`config.mk`:
```
export PLATFORM = sky130hd
export DESIGN_NAME = acd_decoder
export DESIGN_NICKNAME = d
export VERILOG_FILES = /design/src/acd_pkg.sv /design/src/acd_tmr_if.sv /design/src/acd_decoder.sv /design/src/acd_timer.sv
export SDC_FILE = /design/constraint.sdc
export NUM_CORES = 1
export LEC_CHECK = 0
export BUFFER_PORTS_ARGS = -buffer_cell sky130_fd_sc_hd__buf_2
export CAP_MARGIN = 20
export CORE_ASPECT_RATIO = 1.5
export CORE_MARGIN = 2
export CORE_UTILIZATION = 30
export CTS_CLUSTER_DIAMETER = 120
export DETAILED_ROUTE_END_ITERATION = 7
export SLEW_MARGIN = 0
export SYNTH_ARGS = -nofsm -noshare
export SYNTH_HDL_FRONTEND = slang
export SYNTH_SLANG_ARGS = --single-unit
```
`constraint.sdc`:
```
create_clock -name i_clk -period 4.3 [get_ports i_clk]
set_input_delay 0.43 -clock i_clk [delete_from_list [all_inputs] [get_ports i_clk]]
set_output_delay 0.43 -clock i_clk [all_outputs]
set_load 0.01 [all_outputs]
```
`src/acd_pkg.sv`:
```
// Package for the arithmetic compare and adjust decoder: opcodes, field positions,
// operation codes, states and clock counts.
// Assumes nothing beyond a SystemVerilog compiler.
package acd_pkg;

  localparam int unsigned CNT_W = 6;

  // First-byte patterns and the bits that must match them
  localparam logic [7:0] COMPARE_PAT     = 8'h38;
  localparam logic [7:0] COMPARE_MASK    = 8'hFE;
  localparam logic [7:0] ASCII_ADD_OPC   = 8'h37;
  localparam logic [7:0] ASCII_SUB_OPC   = 8'h3F;
  localparam logic [7:0] DECIMAL_SUB_OPC = 8'h2F;
  localparam logic [7:0] SGN_MULT_PAT    = 8'h69;
  localparam logic [7:0] SGN_MULT_MASK   = 8'hFD;

  // Field positions in the first byte and the addressing byte
  localparam int unsigned W_BIT    = 0;
  localparam int unsigned S_BIT    = 1;
  localparam int unsigned MODE_HI  = 7;
  localparam int unsigned MODE_LO  = 6;
  localparam int unsigned REG_HI   = 5;
  localparam int unsigned REG_LO   = 3;
  localparam int unsigned RM_HI    = 2;
  localparam int unsigned RM_LO    = 0;
  localparam logic [1:0]  MODE_REG = 2'h3;

  // Clock counts per operation
  localparam logic [CNT_W-1:0] COMPARE_REG_CLK  = 6'h03;
  localparam logic [CNT_W-1:0] COMPARE_MEM_CLK  = 6'h0A;
  localparam logic [CNT_W-1:0] ASCII_ADD_CLK    = 6'h08;
  localparam logic [CNT_W-1:0] ASCII_SUB_CLK    = 6'h07;
  localparam logic [CNT_W-1:0] DECIMAL_SUB_CLK  = 6'h04;
  localparam logic [CNT_W-1:0] SGN_MULT_REG_CLK = 6'h16;
  localparam logic [CNT_W-1:0] SGN_MULT_MEM_CLK = 6'h1D;

  typedef enum logic [2:0] {
    OP_NONE        = 3'h0,
    OP_COMPARE     = 3'h1,
    OP_ASCII_ADD   = 3'h2,
    OP_ASCII_SUB   = 3'h3,
    OP_DECIMAL_SUB = 3'h4,
    OP_SGN_MULT    = 3'h5
  } acd_op_t;

  // Gray codes along the fetch path
  typedef enum logic [2:0] {
    ST_IDLE   = 3'h0,
    ST_MODRM  = 3'h1,
    ST_IMM_LO = 3'h3,
    ST_IMM_HI = 3'h2,
    ST_EXEC   = 3'h6
  } acd_state_t;

endpackage : acd_pkg

```
`src/acd_tmr_if.sv`:
```
// Carrier between the decoder control and its execution timer.
// Assumes both ends share one clock.
`timescale 1ns/1ns
interface acd_tmr_if;
  import acd_pkg::*;
  logic             start;
  logic [CNT_W-1:0] load;
  logic             done;
  modport ctrl (output start, output load, input done);
  modport tmr  (input start, input load, output done);
endinterface : acd_tmr_if

```
`src/acd_decoder.sv`:
```
// Decoder and timer for compare, ASCII/decimal adjust and signed multiply by immediate.
// Assumes instruction bytes come from core logic on the same clock, one per valid.
// How it works
// - First byte 0011100w is a compare that takes an addressing byte and runs 3 clocks on a register or 10 on memory.
// - Byte 00110111 is ASCII adjust after addition, with no addressing byte, running 8 clocks.
// - ASCII adjust after subtraction is a lone byte with no addressing byte and runs 7 clocks.
// - Byte 00101111 is decimal adjust after subtraction, with no addressing byte, running 4 clocks.
// - Pattern 011010s1 is signed multiply by immediate with an addressing byte, one data byte or two when s is 0, 22 or 29 clocks.
`timescale 1ns/1ns
module acd_decoder
  import acd_pkg::*;
(
  input  wire logic       i_clk,
  input  wire logic       i_reset_n,
  input  wire logic       i_byte_valid,
  input  wire logic [7:0] i_byte,
  output logic            o_byte_ready,
  output logic            o_busy,
  output logic            o_done,
  output logic            o_illegal,
  output logic [2:0]      o_op,
  output logic            o_word,
  output logic [1:0]      o_mode,
  output logic [2:0]      o_reg,
  output logic [2:0]      o_rm,
  output logic [15:0]     o_imm
);

  logic       rst_meta;
  logic       rst_sync;
  acd_state_t state;
  acd_op_t    op;
  logic       sext;
  logic       take;
  logic [CNT_W-1:0] busy_len;

  acd_tmr_if tif ();

  acd_timer u_timer (
    .i_clk   (i_clk),
    .i_rst_n (rst_sync),
    .tif     (tif.tmr)
  );

  function automatic acd_op_t decode(input logic [7:0] b);
    if ((b & COMPARE_MASK) == COMPARE_PAT)        return OP_COMPARE;
    else if (b == ASCII_ADD_OPC)                  return OP_ASCII_ADD;
    else if (b == ASCII_SUB_OPC)                  return OP_ASCII_SUB;
    else if (b == DECIMAL_SUB_OPC)                return OP_DECIMAL_SUB;
    else if ((b & SGN_MULT_MASK) == SGN_MULT_PAT) return OP_SGN_MULT;
    else                                          return OP_NONE;
  endfunction : decode

  function automatic logic [CNT_W-1:0] clocks(input acd_op_t o, input logic mem);
    case (o)
      OP_COMPARE:     return mem ? COMPARE_MEM_CLK : COMPARE_REG_CLK;
      OP_ASCII_ADD:   return ASCII_ADD_CLK;
      OP_ASCII_SUB:   return ASCII_SUB_CLK;
      OP_DECIMAL_SUB: return DECIMAL_SUB_CLK;
      OP_SGN_MULT:    return mem ? SGN_MULT_MEM_CLK : SGN_MULT_REG_CLK;
      default:        return 6'h01;
    endcase
  endfunction : clocks

  // Reset enters asynchronously but is released on the clock
  always_ff @(posedge i_clk or negedge i_reset_n) begin
    if (!i_reset_n) begin
      rst_meta <= 1'b0;
      rst_sync <= 1'b0;
    end else begin
      rst_meta <= 1'b1;
      rst_sync <= rst_meta;
    end
  end

  assign take   = i_byte_valid && o_byte_ready;
  assign o_op   = op;

  // Busy stretch kept as a count, since a long repetition would not unroll
  always_ff @(posedge i_clk or negedge rst_sync) begin
    if (!rst_sync) begin
      busy_len <= '0;
    end else if (o_busy) begin
      busy_len <= busy_len + 6'h01;
    end else begin
      busy_len <= '0;
    end
  end

  always_ff @(posedge i_clk or negedge rst_sync) begin
    if (!rst_sync) begin
      state        <= ST_IDLE;
      op           <= OP_NONE;
      sext         <= 1'b0;
      o_byte_ready <= 1'b0;
      o_busy       <= 1'b0;
      o_done       <= 1'b0;
      o_illegal    <= 1'b0;
      o_word       <= 1'b0;
      o_mode       <= 2'h0;
      o_reg        <= 3'h0;
      o_rm         <= 3'h0;
      o_imm        <= 16'h0000;
      tif.start    <= 1'b0;
      tif.load     <= '0;
    end else begin
      tif.start <= 1'b0;
      o_done    <= 1'b0;
      o_illegal <= 1'b0;
      case (state)
        ST_IDLE: begin
          o_byte_ready <= 1'b1;
          if (take) begin
            op     <= decode(i_byte);
            sext   <= i_byte[S_BIT];
            o_word <= (decode(i_byte) == OP_COMPARE) ? i_byte[W_BIT] : (decode(i_byte) == OP_SGN_MULT);
            o_mode <= MODE_REG;
            o_imm  <= 16'h0000;
            if (decode(i_byte) == OP_NONE) begin
              o_illegal <= 1'b1;
            end else if (decode(i_byte) == OP_COMPARE || decode(i_byte) == OP_SGN_MULT) begin
              state <= ST_MODRM;
            end else begin
              // Adjusts need no addressing byte
              state        <= ST_EXEC;
              tif.start    <= 1'b1;
              tif.load     <= clocks(decode(i_byte), 1'b0);
              o_busy       <= 1'b1;
              o_byte_ready <= 1'b0;
            end
          end
        end
        ST_MODRM: begin
          if (take) begin
            o_mode <= i_byte[MODE_HI:MODE_LO];
            o_reg  <= i_byte[REG_HI:REG_LO];
            o_rm   <= i_byte[RM_HI:RM_LO];
            if (op == OP_SGN_MULT) begin
              state <= ST_IMM_LO;
            end else begin
              state        <= ST_EXEC;
              o_busy       <= 1'b1;
              tif.start    <= 1'b1;
              tif.load     <= clocks(op, i_byte[MODE_HI:MODE_LO] != MODE_REG);
              o_byte_ready <= 1'b0;
            end
          end
        end
        ST_IMM_LO: begin
          if (take) begin
            o_imm <= sext ? {{8{i_byte[7]}}, i_byte} : {8'h00, i_byte};
            if (sext) begin
              state        <= ST_EXEC;
              o_busy       <= 1'b1;
              tif.start    <= 1'b1;
              tif.load     <= clocks(op, o_mode != MODE_REG);
              o_byte_ready <= 1'b0;
            end else begin
              state <= ST_IMM_HI;
            end
          end
        end
        ST_IMM_HI: begin
          if (take) begin
            o_imm[15:8]  <= i_byte;
            o_busy       <= 1'b1;
            state        <= ST_EXEC;
            tif.start    <= 1'b1;
            tif.load     <= clocks(op, o_mode != MODE_REG);
            o_byte_ready <= 1'b0;
          end
        end
        ST_EXEC: begin
          // Bytes are held off while executing; no prefetch queue here
          if (tif.done) begin
            o_done       <= 1'b1;
            o_busy       <= 1'b0;
            state        <= ST_IDLE;
            o_byte_ready <= 1'b1;
          end
        end
        default: begin
          state <= ST_IDLE;
        end
      endcase
    end
  end
endmodule : acd_decoder

```
`src/acd_timer.sv`:
```
// Execution timer: counts the clocks of one decoded operation.
// Assumes a synchronised active-low reset and a load of at least one.
`timescale 1ns/1ns
module acd_timer
  import acd_pkg::*;
(
  input  wire logic i_clk,
  input  wire logic i_rst_n,
  acd_tmr_if.tmr    tif
);

  logic [CNT_W-1:0] count;

  always_ff @(posedge i_clk or negedge i_rst_n) begin
    if (!i_rst_n) begin
      count <= '0;
    end else if (tif.start) begin
      count <= tif.load;
    end else if (count != '0) begin
      count <= count - 6'h01;
    end
  end

  // Done in the last counted clock; the caller's busy still lasts one clock more than the load
  assign tif.done = (count == 6'h01);

endmodule : acd_timer

```
# Yosys cells after proc, flatten, opt, wreduce, memory -nomap -nowiden
# Cells that the tools add are included.
[totals] wordCells=159 reg_bits=51
[op_classes] n_mux=85 n_reduce_logical=20 n_eq_ne=35 n_addsub=1
[ops] cell="two-way mux 3 bit" n=23
[ops] cell="two-way mux 6 bit" n=10
[ops] cell="case mux 5 bit (5 select lines)" n=2
[ops] cell="two-way mux 16 bit" n=3
[ops] cell="two-way mux 1 bit" n=32
[ops] cell="== test 8 x 6 -> 1 bit (second input constant)" n=3
[ops] cell="case mux 6 bit (4 select lines)" n=1
[ops] cell="case mux 8 bit (3 select lines)" n=1
[ops] cell="!= test 2 bit (second input constant)" n=11
[ops] cell="== test 3 bit (second input constant)" n=7
[ops] cell="== test 3 x 2 -> 1 bit (second input constant)" n=6
[ops] cell="case mux 4 bit (4 select lines)" n=1
[ops] cell="case mux 8 bit (2 select lines)" n=1
[ops] cell="== test 3 x 1 -> 1 bit (second input constant)" n=5
[ops] cell="case mux 3 bit (5 select lines)" n=1
[ops] cell="two-way mux 4 bit" n=3
[ops] cell="case mux 1 bit (5 select lines)" n=2
[ops] cell="AND reduction 10 bit" n=1
[ops] cell="AND reduction 9 bit" n=1
[ops] cell="two-way mux 8 bit" n=1
[ops] cell="== test 7 x 5 -> 1 bit (second input constant)" n=1
[ops] cell="== test 7 x 6 -> 1 bit (second input constant)" n=1
[ops] cell="AND reduction 7 bit" n=1
[ops] cell="== test 6 x 1 -> 1 bit (second input constant)" n=1
[ops] cell="other kinds (16)" n=22

# Longest topological paths before layout
[depth] word_depth=24 mapped_depth=8

# Cells and area by module
# A second synthesis with hierarchy kept.
[unflattened] hier_cells=263 hier_area_um2=2613.8
[modules_own_cells] mod="acd_decoder" cells_each=220 n_inst=1 area_each_um2=2230.9
[modules_own_cells] mod="acd_timer" cells_each=43 n_inst=1 area_each_um2=382.9

# Least setup slack after synthesis
# No wires, ideal clock.
[synth_timing] path_kind="reg2reg" from="register op[1] (netlist: o_op[1])" to="register tif.load[1]" slack_ns=2.338 arrival_time_ns=1.897 stages_incl_launch_ff=8 path_buffers=1 cell_sequence="dfrtp_1 buf_2 inv_1 ha_1 or4_1 a22o_1 o21ai_0 mux2_2"
[synth_between] elab_chain_len=5 elab_cells_between_ends=15 cone_classes="6 x eq/ne; 8 x mux; 1 x reduce/logical"
[synth_lines] item="start, declared" line_no="acd_decoder.sv:32" rtl="acd_op_t op;"
[synth_lines] item="start signal, assigned" line_no="acd_decoder.sv:114" rtl="op <= decode(i_byte);"
[synth_lines] item="== test 3 bit (tied with other cells)" line_no="acd_decoder.sv:55, acd_decoder.sv:138"
[synth_lines] item="case mux 5 bit (5 select lines) / case mux 4 bit (4 select lines) (equally long branches)" line_no="acd_decoder.sv:55" rtl="case (o)"
[synth_lines] item="two-way mux 6 bit (on tied branches)" line_no="acd_decoder.sv:152, acd_decoder.sv:138"
[synth_lines] item="two-way mux 6 bit (on tied branches)" line_no="acd_decoder.sv:150, acd_decoder.sv:134"
[synth_lines] item="case mux 6 bit (4 select lines)" line_no="acd_decoder.sv:110" rtl="case (state)"
[synth_lines] item="end signal, assigned" line_no="acd_decoder.sv:127" rtl="tif.load <= clocks(decode(i_byte), 1'b0);"
[synth_lines] item="end signal, assigned" line_no="acd_decoder.sv:156" rtl="tif.load <= clocks(op, o_mode != MODE_REG);"
[synth_lines] item="end signal, assigned" line_no="acd_decoder.sv:169" rtl="tif.load <= clocks(op, o_mode != MODE_REG);"
[synth_lines] item="end, declared" line_no="acd_tmr_if.sv:7" rtl="logic [CNT_W-1:0] load;"
# Several ways; a longest one is shown, not always the timed one. The select of a mux whose other input is x is not followed.
# A chain may end at the register's enable or synchronous reset.

# Worst setup path in the final report
[layout_timing] from="register state[0]" to="register o_rm[1]"
[layout_between] elab_chain_len=2
[layout_lines] item="start, declared" line_no="acd_decoder.sv:31" rtl="acd_state_t state;"
[layout_lines] item="start signal, assigned" line_no="acd_decoder.sv:92" rtl="state <= ST_IDLE;"
[layout_lines] item="start signal, assigned" line_no="acd_decoder.sv:122" rtl="state <= ST_MODRM;"
[layout_lines] item="start signal, assigned" line_no="acd_decoder.sv:125" rtl="state <= ST_EXEC;"
[layout_lines] item="== test 3 x 1 -> 1 bit" line_no="acd_decoder.sv:110"
[layout_lines] item="AND reduction 2 bit (no line)"
[layout_lines] item="end signal, assigned" line_no="acd_decoder.sv:137" rtl="o_rm <= i_byte[RM_HI:RM_LO];"
[layout_lines] item="end, declared" line_no="acd_decoder.sv:25" rtl="output logic [2:0] o_rm,"
# Every way passes these cells.

==> results_dict.tcl <==
set metrics [dict create \
    status "complete, no violations" \
    end_kind "flip-flop" \
    required_ns 4.47 \
    dieHeight_um 117 \
    synthArstFlopShare_pct 100 \
    critPathKind "reg -> reg" \
    drtPass1Iterations 5 \
    fmax_mhz 426 \
    place.gp.congestion 0.836 \
    htree_levels 2 \
    clock_latency_ns 0.30 \
    dp_cells 408 \
    drt_iter0_markers 118 \
    drc 0 \
    r2r_cells 5 \
    cts_inserted_buffers 5 \
    p_leak_nw 1.42 \
    ir_drop_uv 194 \
    path_cells "nor2b_1, nor2b_1, nand3_1, nand2_1, o21ai_0" \
    reg.largest.list "o_imm (16), u_timer.count (6), tif.load (5)" \
    yosys_register_bits 50 \
    hold_violations 0 \
    ys_types 49 \
    grt_max_degree 49 \
    synth_seq_area_share_pct 48.7 \
    reg2reg_to "o_rm[1]$_DFFE_PN0P_" \
    critical-path-top-delay-family "simple AND/OR/NAND/NOR gates" \
    die_w_um 79.6 \
    layout-drive-gt1-share_pct 21.5 \
    cp-start-kind "flip-flop" \
    crit_buf_inv 0 \
    ys_warn_count 0 \
    r2r_start "state[0]$_DFFE_PN0P_" \
    seqCellArea_um2 1250 \
    tns_ns 0 \
    internal_power_mw 0.702 \
    stdcell_count 418 \
    rows 41 \
    synth_top_area_cell "dfrtp_1" \
    numPortBuffers 42 \
    maxCapViolCount 0 \
    p_per_area_nw_per_um2 301 \
    ys_top_cells_by_count "50 x dfrtp_1, 38 x o21ai_0, 36 x nand2_1" \
    core_um2 8360 \
    ant_nets 0 \
    netSwitchingFraction_pct 23.3 \
    post_cts_buffers 0 \
    seq_power_share_pct 51.8 \
    multi_input_area_um2 1170 \
    min_path_type "reg -> async" \
    rsz0062_at_grt "no" \
    synth.top_cell.area_share_pct 48.7 \
    largest_reg_flops 16 \
    vias 2100 \
    cts_root_buf "clkbuf_16" \
    regMostFlops "o_imm" \
    synth_edf_count 0 \
    fin_skew_ns 0.00779 \
    grt_overflow_total 0 \
    io-pin-count 43 \
    dpl_worst_slack_ns 2.00 \
    period_needed_ns 2.35 \
    final_nets 324 \
    clkTransAtPathRegs_ns 0.07 \
    synth_nets 286 \
    post-route-period-util_pct 54.6 \
    finalSetupViolCount 0 \
    viasPerCell 5.02 \
    critical_path_peak_fanout 28 \
    start_util_pct 30.7 \
    cp_common_cell "nor2b_1" \
    dp_hpwl_mm 4.73 \
    clockPowerShare_pct 44.8 \
    grt_pass1_vias 2118 \
    wire_per_inst_um 15.4 \
    cts_tree "done" \
    antenna_found_initial 0 \
    worst_pin_slew_ns 1.02 \
    synth_area_leaders "dfrtp_1 49%, o21ai_0 7.4%, a22o_1 5.5%, nand2_1 5.3%, inv_1 3.7%" \
    slew-limit-headroom_pct 31.6 \
    setup_slack_ns 1.95 \
    cts_max_path_buffers 2 \
    syn-cell-area_um2 2570 \
    cp.arrival_ns 2.52 \
    diodes 0 \
    cts.sinks 50 \
    fillers 860 \
    cpMaxStageDelayCell "dfrtp_1" \
    drt_wl_total_mm 6.44 \
    grt_pass1_wl_mm 10.9 \
    grt_use_total_pct 14.9 \
    avgSynthCellArea_um2 9.44 \
    cpPeakStageDelay_ns 0.88 \
    syn_inst 272 \
    switching_power_mw 0.213 \
    synth_most_common_cell "dfrtp_1" \
    ys.flop_type "dfrtp_1" \
    syn_to_final_growth_pct 18.5 \
    rrSetupSlack_ns 1.95 \
    dieArea_um2 9330 \
    combPwrFrac_pct 3.4 \
    drv_slew 0 \
]
## layout make-up
type                    count  area share (%)
flip-flops and latches     50            41.2
multi-input cells         184            38.5
repair buffers             44            7.89
well taps                 107            4.40
clock buffers               5            4.11
inverters                  25            3.08
clock inverters             3           0.863
## cells by family (layout without fill, tap and decap cells)
logic type / Yosys count / count (layout) / synth area share [%]
buffers and inverters: 38 / 77 / 5.70
AO/OA/AOI/OAI: 87 / 87 / 23.2
XOR/XNOR: 2 / 2 / 0.682
multiplexers: 7 / 7 / 3.02
adder cells (fa/ha/maj): 3 / 3 / 1.46
other: 1 / 1 / 0.146
flip-flops: 50 / 50 / 48.7
AND/OR/NAND/NOR: 84 / 84 / 17.1
## worst reg2reg max path: cells and delay by family, from the launching register on
| kind | cells | cell delay [ns] |
|---|---|---|
| DFF | 1 | 0.88 |
| AOI/OAI and AO/OA | 1 | 0.10 |
| and+or+nand+nor | 4 | 1.25 |
## cell usage in the layout, fill, tap and decap left out, drive strengths merged, types with 5 or more instances in the layout
cell type  count
o21ai         38
nand2b         5
nor2          11
inv           27
a22o          16
dfrtp         50
nor2b          9
nand2         36
buf           43
clkbuf         5
a21oi          9
mux2           6
## power by group through the flow
stage,Combinational [mW],Sequential [mW],Clock [mW]
2_1_floorplan,0.00903,0.487,0
3_3_place_gp,0.0230,0.489,0
3_5_place_dp,0.0229,0.489,0
4_1_cts,0.0237,0.480,0.419
5_1_grt,0.0351,0.475,0.442
6_report,0.0313,0.474,0.410
## timing repair
action	in CTS	in global routing
hold endpoints to repair	2	0
hold buffers	1	0
gates resized for setup	0	0
endpoints found under the setup margin	0	0
## how the worst max path moves through the flow
stage	start	endpoint	slack (ns)	cells past startpoint
4_1_cts	state[0]$_DFFE_PN0P_	o_rm[1]$_DFFE_PN0P_	1.97	5
5_1_grt	state[0]$_DFFE_PN0P_	o_rm[1]$_DFFE_PN0P_	1.74	5
2_1_floorplan	o_op[1]$_DFFE_PN0P_	tif.load[1]$_DFFE_PN0P_	2.34	7
3_5_place_dp	state[0]$_DFFE_PN0P_	o_rm[1]$_DFFE_PN0P_	2.00	5
3_3_place_gp	state[0]$_DFFE_PN0P_	o_rm[0]$_DFFE_PN0P_	2.03	5
6_report	state[0]$_DFFE_PN0P_	o_rm[1]$_DFFE_PN0P_	1.95	5
## through the flow
stage          total power, mW  util, %  instance area (µm²)  hold WS (ns)
4_1_cts                  0.923     36.2                 3020         0.360
3_3_place_gp             0.512     34.2                 2860         0.216
3_5_place_dp             0.512     34.2                 2860         0.216
5_1_grt                  0.952     36.4                 3040         0.239
2_1_floorplan            0.496        -                 2570         0.134
6_report                 0.915     36.4                 3040         0.200
## per-layer routing
metal	vias to the layer above	wire, µm	GRT usage, %
met4	0	161	7.11
met3	12	242	2.62
met1	1012	2570	17.5
met5	-	0	0
li1	1032	-	-
met2	44	3470	25.5
No activity file was read; power rests on OpenSTA's default activity.
